--- src/rtl/tmr8_defs.svh ---
`ifndef TMR8_DEFS_SVH
`define TMR8_DEFS_SVH

// ----------------------------------------------------------
// register byte offsets on the apb slave
// ----------------------------------------------------------
`define TMR8_OFS_CTL1     8'h00
`define TMR8_OFS_CTL2     8'h04
`define TMR8_OFS_CNT      8'h08
`define TMR8_OFS_OCR      8'h0c
`define TMR8_OFS_ASR      8'h10
`define TMR8_OFS_FLG      8'h14

// ----------------------------------------------------------
// field positions
// ----------------------------------------------------------
`define TMR8_FOC_BIT      7
`define TMR8_EXT_CLOCK_INPUT_EN_BIT    6
`define TMR8_AS_BIT       5
`define TMR8_OVF_BIT      0
`define TMR8_CMP_BIT      1

// ----------------------------------------------------------
// reset values and counter limits
// ----------------------------------------------------------
`define TMR8_RST_BYTE     8'h00
`define TMR8_MAX          8'hff
`define TMR8_BOTTOM       8'h00

// ----------------------------------------------------------
// prescaler tap masks: divide by 8,32,64,128,256,1024
// ----------------------------------------------------------
`define TMR8_DIV1_MASK    10'h000
`define TMR8_DIV8_MASK    10'h007
`define TMR8_DIV32_MASK   10'h01f
`define TMR8_DIV64_MASK   10'h03f
`define TMR8_DIV128_MASK  10'h07f
`define TMR8_DIV256_MASK  10'h0ff
`define TMR8_DIV1024_MASK 10'h3ff

`endif

--- src/rtl/tmr8_pkg.sv ---
package tmr8_pkg;
   // waveform modes, declaration order gives codes 0..3
   typedef enum logic [1:0] {
      WGM_NORMAL, WGM_PWM_PC, WGM_CTC, WGM_PWM_FAST
   } wgm_t;

   // first control register layout
   typedef struct packed {
      logic [1:0] com;    // compare output mode
      logic [3:0] rsvd;   // reads as zero
      wgm_t       wgm;    // waveform mode select
   } ctl1_t;

   // second control register layout
   typedef struct packed {
      logic       foc;    // force strobe, never read back
      logic [3:0] rsvd;   // reads as zero
      logic [2:0] cs;     // clock source select
   } ctl2_t;
endpackage

--- src/rtl/tmr8_async_timer.sv ---
// The address map and the APB register port were decided locally.
`timescale 1ns/10ps
`include "tmr8_defs.svh"
// Operation
// - mode codes: normal, phase pwm, ctc, fast
// - compare buffered in pwm; overflow at max/bottom
// - force strobe ignored in pwm modes
// - force gives immediate match on pin
// - force raises no flag, no ctc clear
// - force bit always reads zero
// - clock select: stop, undivided, divided taps
// - reserved bits read zero
// - count write blocks next compare match
// - compare register checked every timer tick
// - external buffer versus crystal oscillator enable
// - async select picks timer clock source
// - switching async may corrupt timer registers
// - async select kept only with rc clock
// - async writes set busy until transferred
// - count reads live, control and compare read temporary
// - count writes may skip a match
// - non-pwm output: off, toggle, clear, set
// - flags cleared by vector or one
module tmr8_async_timer
   import tmr8_pkg::*;
(
   // clock and reset
   input  wire logic        i_clk,
   input  wire logic        i_sys_rst,
   // apb slave
   input  wire logic        i_psel,
   input  wire logic        i_penable,
   input  wire logic        i_pwrite,
   input  wire logic [7:0]  i_paddr,
   input  wire logic [31:0] i_pwdata,
   output logic      [31:0] o_prdata,
   output logic             o_pready,
   output logic             o_pslverr,
   // timer clock sources and system clock status
   input  wire logic        i_xtal_clk,
   input  wire logic        i_ext_clk,
   input  wire logic        i_sysclk_rc,
   // interrupt vector acknowledges
   input  wire logic        i_ovf_ack,
   input  wire logic        i_cmp_ack,
   // flags, pin and oscillator controls
   output logic             o_ovf_flag,
   output logic             o_cmp_flag,
   output logic             o_cmp_pin,
   output logic             o_cmp_pin_oe,
   output logic             o_ext_clk_buf_en,
   output logic             o_xtal_osc_en
);

   // ----------------------------------------------------------
   // state
   // ----------------------------------------------------------
   ctl1_t       ctl1_tmp_q;  // software copy of control one
   ctl1_t       ctl1_q;      // live control one
   logic  [2:0] cs_tmp_q;    // software copy of clock select
   logic  [2:0] cs_q;        // live clock select
   logic        foc_pend_q;  // force waiting for transfer
   logic  [7:0] cnt_tmp_q;   // pending count write
   logic  [7:0] cnt_q;       // live count
   logic  [7:0] ocr_tmp_q;   // software copy of compare
   logic  [7:0] ocr_buf_q;   // transferred compare value
   logic  [7:0] ocr_q;       // compare value in use
   logic        ext_clock_input_en_q;     // external clock enable
   logic        as_q;        // async clock select
   logic  [3:0] busy_q;      // cnt, ocr, ctl1, ctl2
   logic        dir_dn_q;    // phase pwm counting down
   logic        blk_q;       // match blocked after count write
   logic  [9:0] psc_q;       // prescaler
   logic  [2:0] sync_q;      // source clock synchroniser
   logic  [1:0] flg_q;       // cmp, ovf

   // ----------------------------------------------------------
   // apb decode
   // ----------------------------------------------------------
   logic pready_q;
   logic acc;
   logic wr;
   logic wr_ctl1, wr_ctl2, wr_cnt, wr_ocr, wr_asr, wr_flg;

   // no wait state; read data comes from a flop loaded at setup
   assign acc     = i_psel & i_penable & pready_q;
   assign wr      = acc & i_pwrite;
   assign wr_ctl1 = wr & (i_paddr == `TMR8_OFS_CTL1);
   assign wr_ctl2 = wr & (i_paddr == `TMR8_OFS_CTL2);
   assign wr_cnt  = wr & (i_paddr == `TMR8_OFS_CNT);
   assign wr_ocr  = wr & (i_paddr == `TMR8_OFS_OCR);
   assign wr_asr  = wr & (i_paddr == `TMR8_OFS_ASR);
   assign wr_flg  = wr & (i_paddr == `TMR8_OFS_FLG);

   // ----------------------------------------------------------
   // timer clock source and prescaler
   // ----------------------------------------------------------
   logic       src_lvl;
   logic       src_tick;
   logic       commit;
   logic [9:0] div_mask;
   logic       tmr_tick;

   // external pin or crystal, picked by enable bit
   assign src_lvl = ext_clock_input_en_q ? i_ext_clk : i_xtal_clk;

   // stage one feeds only stage two
   always_ff @(posedge i_clk or posedge i_sys_rst) begin
      if (i_sys_rst) begin
         sync_q <= 3'h0;
      end else begin
         sync_q <= {sync_q[1:0], src_lvl};
      end
   end

   // io clock ticks every cycle when not async
   assign src_tick = as_q ? (sync_q[1] & ~sync_q[2]) : 1'b1;
   // transfers from temporary storage happen on async edges
   assign commit   = as_q & src_tick;

   always_ff @(posedge i_clk or posedge i_sys_rst) begin
      if (i_sys_rst) begin
         psc_q <= 10'h000;
      end else if (src_tick) begin
         psc_q <= psc_q + 10'h001;
      end
   end

   // tap mask for each clock select code
   always_comb begin
      unique case (cs_q)
         3'h2:    div_mask = `TMR8_DIV8_MASK;
         3'h3:    div_mask = `TMR8_DIV32_MASK;
         3'h4:    div_mask = `TMR8_DIV64_MASK;
         3'h5:    div_mask = `TMR8_DIV128_MASK;
         3'h6:    div_mask = `TMR8_DIV256_MASK;
         3'h7:    div_mask = `TMR8_DIV1024_MASK;
         default: div_mask = `TMR8_DIV1_MASK;
      endcase
   end

   // code zero stops the timer
   assign tmr_tick = src_tick & (cs_q != 3'h0)
                   & ((psc_q & div_mask) == div_mask);

   // ----------------------------------------------------------
   // register loads: direct when sync, via busy when async
   // ----------------------------------------------------------
   logic ld_ctl1, ld_ctl2, ld_cnt, ld_ocr;
   logic foc_v;
   logic pwm;
   logic foc_ev;

   // a write in the commit cycle wins and stays busy
   assign ld_cnt  = as_q ? (commit & busy_q[3] & ~wr_cnt)  : wr_cnt;
   assign ld_ocr  = as_q ? (commit & busy_q[2] & ~wr_ocr)  : wr_ocr;
   assign ld_ctl1 = as_q ? (commit & busy_q[1] & ~wr_ctl1) : wr_ctl1;
   assign ld_ctl2 = as_q ? (commit & busy_q[0] & ~wr_ctl2) : wr_ctl2;
   assign foc_v   = as_q ? foc_pend_q : i_pwdata[`TMR8_FOC_BIT];
   assign pwm     = (ctl1_q.wgm == WGM_PWM_PC)
                  | (ctl1_q.wgm == WGM_PWM_FAST);
   // strobe only acts in normal and ctc modes
   assign foc_ev  = ld_ctl2 & foc_v & ~pwm;

   // software-visible copies, loaded on every write
   always_ff @(posedge i_clk or posedge i_sys_rst) begin
      if (i_sys_rst) begin
         ctl1_tmp_q <= ctl1_t'(`TMR8_RST_BYTE);
         cs_tmp_q   <= 3'h0;
         cnt_tmp_q  <= `TMR8_RST_BYTE;
         ocr_tmp_q  <= `TMR8_RST_BYTE;
         foc_pend_q <= 1'b0;
      end else begin
         if (wr_ctl1) begin
            ctl1_tmp_q      <= ctl1_t'(i_pwdata[7:0]);
            ctl1_tmp_q.rsvd <= 4'h0;
         end
         if (wr_ctl2) begin
            cs_tmp_q   <= i_pwdata[2:0];
            foc_pend_q <= i_pwdata[`TMR8_FOC_BIT];
         end else if (ld_ctl2) begin
            foc_pend_q <= 1'b0;
         end
         if (wr_cnt) begin
            cnt_tmp_q <= i_pwdata[7:0];
         end
         if (wr_ocr) begin
            ocr_tmp_q <= i_pwdata[7:0];
         end
      end
   end

   // busy flags: write sets, transfer clears, set wins
   always_ff @(posedge i_clk or posedge i_sys_rst) begin
      if (i_sys_rst) begin
         busy_q <= 4'h0;
      end else begin
         busy_q[3] <= as_q & (wr_cnt  | (busy_q[3] & ~commit));
         busy_q[2] <= as_q & (wr_ocr  | (busy_q[2] & ~commit));
         busy_q[1] <= as_q & (wr_ctl1 | (busy_q[1] & ~commit));
         busy_q[0] <= as_q & (wr_ctl2 | (busy_q[0] & ~commit));
      end
   end

   // live control and compare buffer
   always_ff @(posedge i_clk or posedge i_sys_rst) begin
      if (i_sys_rst) begin
         ctl1_q    <= ctl1_t'(`TMR8_RST_BYTE);
         cs_q      <= 3'h0;
         ocr_buf_q <= `TMR8_RST_BYTE;
      end else begin
         if (ld_ctl1) begin
            ctl1_q <= as_q ? ctl1_tmp_q : ctl1_t'(i_pwdata[7:0]);
         end
         if (ld_ctl2) begin
            cs_q <= as_q ? cs_tmp_q : i_pwdata[2:0];
         end
         if (ld_ocr) begin
            ocr_buf_q <= as_q ? ocr_tmp_q : i_pwdata[7:0];
         end
      end
   end

   // async status; select kept only with rc system clock
   always_ff @(posedge i_clk or posedge i_sys_rst) begin
      if (i_sys_rst) begin
         ext_clock_input_en_q <= 1'b0;
         as_q    <= 1'b0;
      end else if (wr_asr) begin
         ext_clock_input_en_q <= i_pwdata[`TMR8_EXT_CLOCK_INPUT_EN_BIT];
         // timer state is kept across a switch; software treats it as lost
         as_q    <= i_pwdata[`TMR8_AS_BIT] & i_sysclk_rc;
      end
   end

   // ----------------------------------------------------------
   // counter unit
   // ----------------------------------------------------------
   logic at_max;
   logic at_bot;
   logic match;
   logic ovf_ev;

   assign at_max = (cnt_q == `TMR8_MAX);
   assign at_bot = (cnt_q == `TMR8_BOTTOM);
   // compared on every timer tick unless just written
   assign match  = tmr_tick & (cnt_q == ocr_q) & ~blk_q;
   // overflow at bottom in phase pwm, at max otherwise
   assign ovf_ev = tmr_tick & ((ctl1_q.wgm == WGM_PWM_PC)
                             ? at_bot : at_max);

   // count sequence per waveform mode
   always_ff @(posedge i_clk or posedge i_sys_rst) begin
      if (i_sys_rst) begin
         cnt_q    <= `TMR8_RST_BYTE;
         dir_dn_q <= 1'b0;
      end else if (ld_cnt) begin
         // a write may jump past the compare value
         cnt_q <= as_q ? cnt_tmp_q : i_pwdata[7:0];
      end else if (tmr_tick) begin
         unique case (ctl1_q.wgm)
            WGM_CTC: begin
               // top is compare register; no clear on force
               cnt_q <= (cnt_q == ocr_q) ? `TMR8_BOTTOM
                                         : cnt_q + 8'h01;
            end
            WGM_PWM_PC: begin
               // up to max then down to bottom
               if (!dir_dn_q && at_max) begin
                  dir_dn_q <= 1'b1;
                  cnt_q    <= cnt_q - 8'h01;
               end else if (dir_dn_q && at_bot) begin
                  dir_dn_q <= 1'b0;
                  cnt_q    <= cnt_q + 8'h01;
               end else begin
                  cnt_q <= dir_dn_q ? cnt_q - 8'h01
                                    : cnt_q + 8'h01;
               end
            end
            default: begin
               // normal and fast pwm wrap at max
               cnt_q <= cnt_q + 8'h01;
            end
         endcase
      end
   end

   // match block lasts until the next timer tick
   always_ff @(posedge i_clk or posedge i_sys_rst) begin
      if (i_sys_rst) begin
         blk_q <= 1'b0;
      end else if (ld_cnt) begin
         blk_q <= 1'b1;
      end else if (tmr_tick) begin
         blk_q <= 1'b0;
      end
   end

   // compare value in use: immediate, or at top in pwm
   always_ff @(posedge i_clk or posedge i_sys_rst) begin
      if (i_sys_rst) begin
         ocr_q <= `TMR8_RST_BYTE;
      end else if (!pwm || (tmr_tick && at_max)) begin
         ocr_q <= ocr_buf_q;
      end
   end

   // ----------------------------------------------------------
   // flags: set wins over clear
   // ----------------------------------------------------------
   logic [1:0] flg_set;
   logic [1:0] flg_clr;

   // forced compare never sets the compare flag
   assign flg_set = {match, ovf_ev};
   assign flg_clr = {i_cmp_ack | (wr_flg & i_pwdata[`TMR8_CMP_BIT]),
                     i_ovf_ack | (wr_flg & i_pwdata[`TMR8_OVF_BIT])};

   always_ff @(posedge i_clk or posedge i_sys_rst) begin
      if (i_sys_rst) begin
         flg_q <= 2'h0;
      end else begin
         flg_q <= (flg_q & ~flg_clr) | flg_set;
      end
   end

   // ----------------------------------------------------------
   // waveform output
   // ----------------------------------------------------------
   always_ff @(posedge i_clk or posedge i_sys_rst) begin
      if (i_sys_rst) begin
         o_cmp_pin <= 1'b0;
      end else if (!pwm) begin
         // force uses the mode bits present now
         if (match || foc_ev) begin
            unique case (ctl1_q.com)
               2'h1:    o_cmp_pin <= ~o_cmp_pin;
               2'h2:    o_cmp_pin <= 1'b0;
               2'h3:    o_cmp_pin <= 1'b1;
               default: o_cmp_pin <= o_cmp_pin;
            endcase
         end
      end else if (ctl1_q.com[1]) begin
         if (ctl1_q.wgm == WGM_PWM_FAST) begin
            // set or clear at bottom, opposite on match
            if (match) begin
               o_cmp_pin <= ctl1_q.com[0];
            end else if (tmr_tick && at_max) begin
               o_cmp_pin <= ~ctl1_q.com[0];
            end
         end else if (match) begin
            // phase pwm: direction picks the level
            o_cmp_pin <= dir_dn_q ? ~ctl1_q.com[0]
                                  : ctl1_q.com[0];
         end
      end
   end

   // pin enable; code one is disconnected in pwm
   always_ff @(posedge i_clk or posedge i_sys_rst) begin
      if (i_sys_rst) begin
         o_cmp_pin_oe <= 1'b0;
      end else begin
         o_cmp_pin_oe <= ctl1_q.com[1] | (ctl1_q.com[0] & ~pwm);
      end
   end

   // buffer and crystal never run together
   always_ff @(posedge i_clk or posedge i_sys_rst) begin
      if (i_sys_rst) begin
         o_ext_clk_buf_en <= 1'b0;
         o_xtal_osc_en    <= 1'b0;
      end else begin
         o_ext_clk_buf_en <= ext_clock_input_en_q & as_q;
         o_xtal_osc_en    <= ~ext_clock_input_en_q & as_q;
      end
   end

   assign o_ovf_flag = flg_q[`TMR8_OVF_BIT];
   assign o_cmp_flag = flg_q[`TMR8_CMP_BIT];

   // ----------------------------------------------------------
   // apb response: data latched at setup
   // ----------------------------------------------------------
   logic [7:0] rd_byte;
   logic       rd_ok;

   // count reads live; control and compare read temporary copies
   always_comb begin
      rd_ok   = 1'b1;
      rd_byte = 8'h00;
      unique case (i_paddr)
         `TMR8_OFS_CTL1: rd_byte = ctl1_tmp_q;
         `TMR8_OFS_CTL2: rd_byte = {5'h00, cs_tmp_q};
         `TMR8_OFS_CNT:  rd_byte = cnt_q;
         `TMR8_OFS_OCR:  rd_byte = ocr_tmp_q;
         `TMR8_OFS_ASR:  rd_byte = {1'b0, ext_clock_input_en_q, as_q, busy_q[3:2],
                                    1'b0, busy_q[1:0]};
         `TMR8_OFS_FLG:  rd_byte = {6'h00, flg_q};
         default:        rd_ok   = 1'b0;
      endcase
   end

   always_ff @(posedge i_clk or posedge i_sys_rst) begin
      if (i_sys_rst) begin
         pready_q  <= 1'b0;
         o_prdata  <= 32'h0;
         o_pslverr <= 1'b0;
      end else begin
         pready_q <= i_psel & ~i_penable;
         if (i_psel && !i_penable) begin
            o_prdata  <= {24'h0, rd_byte};
            o_pslverr <= ~rd_ok;
         end
      end
   end
   assign o_pready = pready_q;

   // ----------------------------------------------------------
   // assertions
   // ----------------------------------------------------------
   property p_foc_rd_zero;
      @(posedge i_clk) disable iff (i_sys_rst)
      (acc && !i_pwrite && i_paddr == `TMR8_OFS_CTL2)
         |-> (o_prdata[7:3] == 5'h00);
   endproperty
   a_foc_rd_zero: assert property (p_foc_rd_zero)
      else $error("force bit read as one");

   property p_asr_rsvd;
      @(posedge i_clk) disable iff (i_sys_rst)
      (acc && !i_pwrite && i_paddr == `TMR8_OFS_ASR)
         |-> (o_prdata[7] == 1'b0 && o_prdata[2] == 1'b0);
   endproperty
   a_asr_rsvd: assert property (p_asr_rsvd)
      else $error("reserved status bit not zero");

   property p_as_forced;
      @(posedge i_clk) disable iff (i_sys_rst)
      (wr_asr && !i_sysclk_rc) |=> !as_q;
   endproperty
   a_as_forced: assert property (p_as_forced)
      else $error("async select kept without rc clock");

   property p_busy_set;
      @(posedge i_clk) disable iff (i_sys_rst)
      (as_q && wr_cnt && !wr_asr) |=> busy_q[3] ##0 !ld_cnt;
   endproperty
   a_busy_set: assert property (p_busy_set)
      else $error("count busy not set by async write");

   property p_blk_match;
      @(posedge i_clk) disable iff (i_sys_rst)
      ld_cnt ##1 (!ld_cnt && tmr_tick) |-> !match;
   endproperty
   a_blk_match: assert property (p_blk_match)
      else $error("match after count write");

   property p_ovf_max;
      @(posedge i_clk) disable iff (i_sys_rst)
      (tmr_tick && at_max && ctl1_q.wgm == WGM_NORMAL && !ld_cnt)
         |=> o_ovf_flag ##0 (cnt_q == `TMR8_BOTTOM);
   endproperty
   a_ovf_max: assert property (p_ovf_max)
      else $error("overflow missing at max");

   property p_stop;
      @(posedge i_clk) disable iff (i_sys_rst)
      (cs_q == 3'h0 && !ld_cnt) |=> $stable(cnt_q);
   endproperty
   a_stop: assert property (p_stop)
      else $error("count moved while stopped");

   property p_buf_en;
      @(posedge i_clk) disable iff (i_sys_rst)
      ##1 (o_ext_clk_buf_en == $past(ext_clock_input_en_q & as_q))
          && !(o_ext_clk_buf_en && o_xtal_osc_en);
   endproperty
   a_buf_en: assert property (p_buf_en)
      else $error("clock buffer enable wrong");

   property p_pwm_foc;
      @(posedge i_clk) disable iff (i_sys_rst)
      (ld_ctl2 && foc_v && pwm && !match && !tmr_tick)
         |=> $stable(o_cmp_pin);
   endproperty
   a_pwm_foc: assert property (p_pwm_foc)
      else $error("force acted in pwm mode");

endmodule

--- config.mk ---
export PLATFORM = sky130hd
export DESIGN_NAME = tmr8_async_timer
export DESIGN_NICKNAME = d
export VERILOG_FILES = /design/src/rtl/tmr8_pkg.sv /design/src/rtl/tmr8_async_timer.sv
export VERILOG_INCLUDE_DIRS = /design/src /design/src/rtl
export SDC_FILE = /design/constraint.sdc
export NUM_CORES = 1
export LEC_CHECK = 0
export BUFFER_PORTS_ARGS = -buffer_cell sky130_fd_sc_hd__buf_2
export CAP_MARGIN = 40
export CORE_ASPECT_RATIO = 0.7
export CORE_MARGIN = 3
export CORE_UTILIZATION = 61
export DETAILED_ROUTE_END_ITERATION = 8
export MAX_ROUTING_LAYER = met4
export PLACE_DENSITY = 0.9
export SLEW_MARGIN = 20
export SYNTH_ARGS = -nofsm -noshare
export SYNTH_HDL_FRONTEND = slang
export SYNTH_SLANG_ARGS = --single-unit
export TNS_END_PERCENT = 30
--- constraint.sdc ---
create_clock -name i_clk -period 6.7 [get_ports i_clk]
set_input_delay 1.34 -clock i_clk [delete_from_list [all_inputs] [get_ports i_clk]]
set_output_delay 1.34 -clock i_clk [all_outputs]
set_load 0.005 [all_outputs]
==> impl_results.md, run 1 <==
* Power share of the clock group at 0.321
* Max IR drop VDD at approximately 0.28 mV
* CTS Hold Buffers Added at 0
* CTS HTree Levels at 3
* Cell Int Power at 1.08 mW
* Max Clk Rate at ~280 MHz
* Initial DRC count at roughly 520
* LEAKAGE at roughly 2.5 nW
* CP max stage cell: nand4bb_1
* Sequential group share of total power at 0.465
* Buffers inserted by post-CTS timing repair at 0
* Antenna-violating nets left at 0
* Switching part of the total at 0.314
* Row count at 27
* Critical-path cell list: buf_2 > or4_4 > nand4bb_1 > mux2_4 > nand2_1 > o41ai_1 > o32a_1 > o31a_1
* Combinational Power Share at 0.214
* Aggregate negative setup slack at 0 ps
* Layout cells sized above 1 at 0.198
* P_sw at about 0.5 mW
* CP bufs+invs at 1
* First-pass GRT wire length at between 20000 and 25000 um
* Chip height at roughly 82 um
* R2R depth at 8
* Via count at about 4200
* Initial Util at 0.636
* Outcome: complete, no violations
* Syn Area/Cell at slightly below 10 sq um
* Synthesis warning total at 0
* Clk slew on worst S/H paths at 60 ps
* Crit path to: o_cmp_pin
* Post-Syn Area at 5050 sq um
* Die ar. at approximately 9400 sq um
* I/O Buffers at about 40
* ANT cells at 0
* Final hold vios at 0
* Tcrit/Tclk final at 0.536
* Worst r2r src: as_q
* DRC at 0
* Initial antenna violation count at 0
* Largest stage delay on the critical path at around 660 ps
* Hpwl dp at 9230 um
* Worst setup EP type: flip-flop
* Syn Inst Count at 519
* TritonCTS clock tree: done
* Worst-Margin Slew at about 850 ps
* Min-delay src: sync_q[0]
* Critical Path Source: i_paddr[4]
* Synth Flop Type: dfrtp_1
* Routed wire length at about 13000 um
* WP depth at 8
* Slew margin rel. at 0.433
* Layout Nets at ~600
* Number of global-route vias before repair at between 3000 and 4000
* Final core utilization at 0.692
* CTS buffer count at 9
* Sequential share of the synthesized area at 0.456
* Drt first pass iters at 7
* Core box area at between 7000 and 8000 sq um
* Clk Tree Root Cell: clkbuf_16
* DR WL/cell at approximately 19 um
* Worst EP required at 6930 ps
* Final setup vio count at 0
* Area Overhead vs Synth at 8.88%
* Number of gates resized after cts at 0
* Total grt overflow at 0
* Tmin final at roughly 3600 ps
* Critical path peak fanout at 15
* Largest delay share family, worst path: simple AND/OR/NAND/NOR gates
* RD Place Congestion at around 0.94
* Clock tree sinks at 92
* Pins Over Slew Limit at 0
* Final Skew at 6.67 ps
* Register bit total from synthesis at slightly above 90
* Worst reg2reg path endpoint: cnt_q[7]
* DR vias/cell at between 6 and 7
* Maximum clock path buffer count at 2
* Post-synth EDFFs at 0
* Pwr per Cell Area at around 290 nW/um^2
* RSZ-0062 raised after global routing: false
* Die W at around 110 um
* Synth unique cells at 62
* Setup CP Type: input pin to flip-flop
* Hold/Removal Path Class: flip-flop to flip-flop
* Global Route Usage Sum at 0.294
* Largest net degree at the start of global routing at 46
* Worst reg2reg setup slack at approximately 3300 ps
* Boundary Pins at 90
* Max-cap violation count at 0
* Clk_lat worst skew at roughly 350 ps
* Worst EP arrival at between 3000 and 4000 ps
* Ys async rst share at 1.00
* Crit path launch type: input pin
==> routing by layer <==
| layer | global-route usage | part of all wire | vias to the layer above | routed length (um) |
|---|---|---|---|---|
| li1 | - | - | 1891 | - |
| met1 | 0.395 | 0.43 | 2051 | 5450 |
| met2 | 0.456 | 0.46 | 219 | 5790 |
| met3 | 0.0845 | 0.099 | 25 | 1260 |
| met4 | 0.0574 | 0.015 | 0 | 184 |
| met5 | - | 0 | - | 0 |
==> flip-flops by register name, summed over array words and instances, names as in the netlist, 2 cells and up <==
signal,flops
ocr_tmp_q,8
cnt_q,8
busy_q,4
ocr_buf_q,8
ocr_q,8
ctl1_tmp_q,4
flg_q,2
cs_tmp_q,3
cs_q,3
ctl1_q,4
o_prdata,8
sync_q,3
psc_q,10
cnt_tmp_q,8
==> kinds of logic after synthesis <==
family | count (synthesis) | share of synthesized area
mux | 39 | 0.0925
xor+xnor | 18 | 0.0312
buf+inv | 67 | 0.0724
other cells | 1 | 0.000743
fa+ha+maj | 6 | 0.0149
simple gates | 163 | 0.163
flops | 92 | 0.456
compound gates | 133 | 0.169
==> cells in the mapped netlist (all sizes together), types with 4 or more instances <==
| master | count | area (sq um) |
|---|---|---|
| o22ai | 5 | 31.3 |
| nor3 | 12 | 70.1 |
| nand3 | 15 | 80.1 |
| ha | 6 | 75.1 |
| nor2 | 42 | 158 |
| dfrtp | 92 | 2300 |
| o21ai | 31 | 159 |
| a41oi | 4 | 35.0 |
| xor2 | 12 | 105 |
| a31oi | 9 | 56.3 |
| nand2b | 5 | 31.3 |
| a22oi | 5 | 37.5 |
| mux2 | 35 | 402 |
| buf | 36 | 249 |
| nand2 | 47 | 179 |
| a211oi | 13 | 97.6 |
| or4 | 4 | 33.8 |
| clkbuf | 16 | 60.1 |
| nor4 | 4 | 25.0 |
| a22o | 6 | 52.6 |
| nand4 | 7 | 43.8 |
| a21oi | 38 | 194 |
| nor2b | 10 | 62.6 |
| nor4b | 5 | 50.0 |
| xnor2 | 6 | 52.6 |
| inv | 15 | 56.3 |
==> power by group through the flow <==
stage / Sequential (mW) / Combinational [mW] / Clock [mW]
global route: 0.745 / 0.375 / 0.533
floorplan: 0.693 / 0.287 / 0
global placement: 0.732 / 0.307 / 0
finish: 0.732 / 0.337 / 0.505
CTS: 0.730 / 0.333 / 0.509
detailed placement: 0.738 / 0.328 / 0
==> stage by stage <==
step	hold WS [ps]	std cells	setup WS [ps]	cell area, sq um	power (mW)
after floorplan	331	542	2970	5130	0.980
after global placement	334	635	2890	5180	1.04
after detailed placement	349	636	2810	5200	1.07
after CTS	363	650	3180	5490	1.57
after global routing	378	651	3000	5490	1.65
final	361	651	3110	5490	1.57
==> how the worst min path moves through the flow <==
stage	endpoint	slack, ps	cells after the start
after detailed placement	sync_q[1]	350	0
after global placement	sync_q[1]	330	0
after global routing	sync_q[1]	380	0
after floorplan	sync_q[1]	330	0
after CTS	sync_q[1]	360	0
final	sync_q[1]	360	0
==> final cells by class <==
class,instances,area [sq um]
Clock inverter,3,47.5
Inverter,15,57.6
Clock buffer,11,243
Tap cell,101,126
Multi-Input combinational cell,383,2460
Fill cell,597,2440
Timing Repair Buffer,46,253
Sequential cell,92,2300
==> cell usage in the layout, fill, tap and decap left out, types with 4 or more instances in the layout <==
master	n
a211oi_1	13
a21oi_1	37
a22o_1	6
a22oi_1	5
a31oi_1	9
a41oi_1	4
buf_2	41
clkbuf_16	9
conb_1	24
dfrtp_1	92
ha_1	6
inv_1	14
mux2_2	33
nand2_1	46
nand2b_1	5
nand3_1	14
nand4_1	7
nor2_1	42
nor2b_1	10
nor3_1	10
nor4_1	4
nor4b_1	4
o21ai_0	28
o22ai_1	5
xnor2_1	6
xor2_1	12
==> worst register-to-register path: stages (launching register included) <==
cell and delay, ps:
dfrtp_1 370, buf_4 270, inv_1 240, nor2_1 240, a211oi_1 600, nand2b_1 530
or4_1 640, a21o_1 190, a41oi_1 210
Power figures use the tool's default switching activity.
==> run 2: changes to the inputs <==
--- a/config.mk
+++ b/config.mk
@@ -10,10 +10,10 @@
 export CAP_MARGIN = 40
 export CORE_ASPECT_RATIO = 0.7
 export CORE_MARGIN = 3
-export CORE_UTILIZATION = 61
+export CORE_UTILIZATION = 51
 export DETAILED_ROUTE_END_ITERATION = 8
 export MAX_ROUTING_LAYER = met4
-export PLACE_DENSITY = 0.9
+export PLACE_DENSITY = 0.81
 export SLEW_MARGIN = 20
 export SYNTH_ARGS = -nofsm -noshare
 export SYNTH_HDL_FRONTEND = slang
==> constraint.sdc (replaced) <==
create_clock -name i_clk -period 2.96 [get_ports i_clk]
set_input_delay 0.592 -clock i_clk [delete_from_list [all_inputs] [get_ports i_clk]]
set_output_delay 0.592 -clock i_clk [all_outputs]
set_load 0.005 [all_outputs]
==> run 2 against run 1 <==
Net effect: clock power grew to 2.5 times the previous value; critical path depth unchanged; utilization fell by 7.7 points; global-route usage shrank 4.4 points; first-iteration DRC count fell by 8.9%; via count is 1.6% higher; routed wire length up 2.2%; largest power group unchanged; combinational power increased by 130%; highest routed layer unchanged; clock skew rose by 0.90 ps; count of clock-buffer cells in the layout shrank 2.
==> impl_results.md, run 2 (same netlist as run 1, synthesis figures left out) <==
* Layout cells sized above 1 at 0.228 (+0.0299)
* CTS buffer count at 9 (unchanged)
* Final core utilization at 0.615 (-0.0771)
* Final Skew at 7.58 ps (+0.904 ps)
* Initial antenna violation count at 0 (unchanged)
* CP max stage cell: dfrtp_1
* Worst reg2reg path endpoint: cnt_q[3]
* Antenna-violating nets left at 0 (unchanged)
* Max-cap violation count at 0 (unchanged)
* Crit path to: cnt_q[3]
* Core box area at 9330 sq um (+17%)
* Most common cell after layout, fill and taps aside: dfrtp_1
* Pins Over Slew Limit at 0 (unchanged)
* Die ar. at 11100 sq um (+18%)
* Chip height at 89.2 um (+8.7%)
* Via count at 4254 (+1.6%)
* Worst EP required at 3200 ps (-3730 ps)
* Hpwl dp at 9360 um (+1.3%)
* Area Overhead vs Synth at 13.6%
* Setup CP Type: flip-flop to flip-flop
* Row count at 29 (+7.4%)
* Crit path launch type: flip-flop
* Clk slew on worst S/H paths at 70 ps (about the same)
* I/O Buffers at 41 (unchanged)
* Commonest non-fill, non-tap cells in the layout: dfrtp_1, nand2_1, nor2_1
* Max Clk Rate at 365 MHz
* R2R depth at 8 (unchanged)
* Boundary Pins at 90 (unchanged)
* Hold/Removal Path Class: input pin to asynchronous set/reset pin
* DR vias/cell at 6.13 (-4.7%)
* Largest delay share family, worst path: simple AND/OR/NAND/NOR gates
* Tcrit/Tclk final at 0.926
* Slew margin rel. at 0.515 (+0.0818)
* Largest register FFs at 10 (unchanged)
* Largest stage delay on the critical path at 530 ps (-130 ps)
* Clk_lat worst skew at 350 ps (about the same)
* Number of global-route vias before repair at 4126 (+4.4%)
* Number of gates resized after cts at 0 (unchanged)
* Pwr per Cell Area at 646 nW/um^2 (+130%)
* Worst reg2reg setup slack at 220 ps (-3100 ps)
* CTS Hold Buffers Added at 0 (unchanged)
* Clock tree sinks at 92 (unchanged)
* Buffers inserted by post-CTS timing repair at 0 (unchanged)
* CP bufs+invs at 0 (-1)
* ANT cells at 0 (unchanged)
* Max IR drop VDD at 0.406 mV (+45%)
* Worst EP arrival at 2980 ps (-850 ps)
* Layout Nets at 621 (+3.0%)
* Routed wire length at 13000 um (+2.2%)
* Largest net degree at the start of global routing at 45 (-2.2%)
* WP depth at 8 (unchanged)
* Die W at 125 um (+8.9%)
* Final setup vio count at 0 (unchanged)
* Worst setup EP type: flip-flop
* Critical path peak fanout at 8 (-7)
* Clk Tree Root Cell: clkbuf_16
* LEAKAGE at 2.59 nW (+4.7%)
* Drt first pass iters at 5 (-2)
* Final hold vios at 0 (unchanged)
* Global Route Usage Sum at 0.251 (-0.0437)
* Maximum clock path buffer count at 2 (unchanged)
* Initial Util at 0.541 (-0.0945)
* Largest Register: psc_q
* Outcome: complete, no violations
* RSZ-0062 raised after global routing: false
* WHS at 142 ps (-219 ps)
* Critical-path cell list: ha_1 > nand3_1 > nor3_2 > o21ai_1 > or2_2 > o311ai_0 > o21ai_0 > a221oi_1
* Worst r2r src: cnt_q[0]
* RD Place Congestion at 0.931 (-0.70%)
* First-pass GRT wire length at 21100 um (+3.1%)
* Worst-Margin Slew at 723 ps (-124 ps)
* DR WL/cell at 18.7 um (-4.1%)
* Initial DRC count at 472 (-8.9%)
* Tmin final at ~2700 ps
* Aggregate negative setup slack at 0 ps (unchanged)
* Total grt overflow at 0 (unchanged)
* Critical Path Source: cnt_q[0]
* TritonCTS clock tree: done
* CTS HTree Levels at 3 (unchanged)
* DRC at 0 (unchanged)
[run 2: cell type report]
class | count | area (sq um)
Fill cell | 754 | 3590
Multi-Input combinational cell | 383 | 2460
Sequential cell | 92 | 2300
Timing Repair Buffer | 64 | 415
Clock buffer | 9 | 225
Tap cell | 124 | 155
Clock inverter | 7 | 111
Inverter | 15 | 60.1
[run 2: per-stage QoR]
step	instance area (sq um)	power, mW	setup slack [ps]	cells
after floorplan	5140	2.22	487	542
after global placement	5380	2.37	216	677
after detailed placement	5380	2.43	150	677
after CTS	5710	3.71	287	693
after global routing	5730	3.90	86.0	694
final	5730	3.70	220	694
[run 2: routing by layer]
layer  GRT usage  vias up  routed length (um)
li1            -     1929                   -
met4      0.0719        0                 200
met3      0.0722       25                1180
met1       0.324     2113                5680
met5           -        -                   0
met2       0.392      187                5900
[run 2: power by group]
group          internal, mW  total (mW)  switching, mW
clock network         0.754        1.28          0.521
logic                 0.353       0.774          0.421
registers              1.43        1.65          0.225
[run 2: how the worst min path moves through the flow]
stage,from,to,slack (ps)
floorplan,sync_q[0],sync_q[1],330
global placement,sync_q[0],sync_q[1],340
detailed placement,sync_q[0],sync_q[1],340
CTS,sync_q[0],sync_q[1],360
global route,i_sys_rst,flg_q[0],150
finish,i_sys_rst,o_prdata[0],140
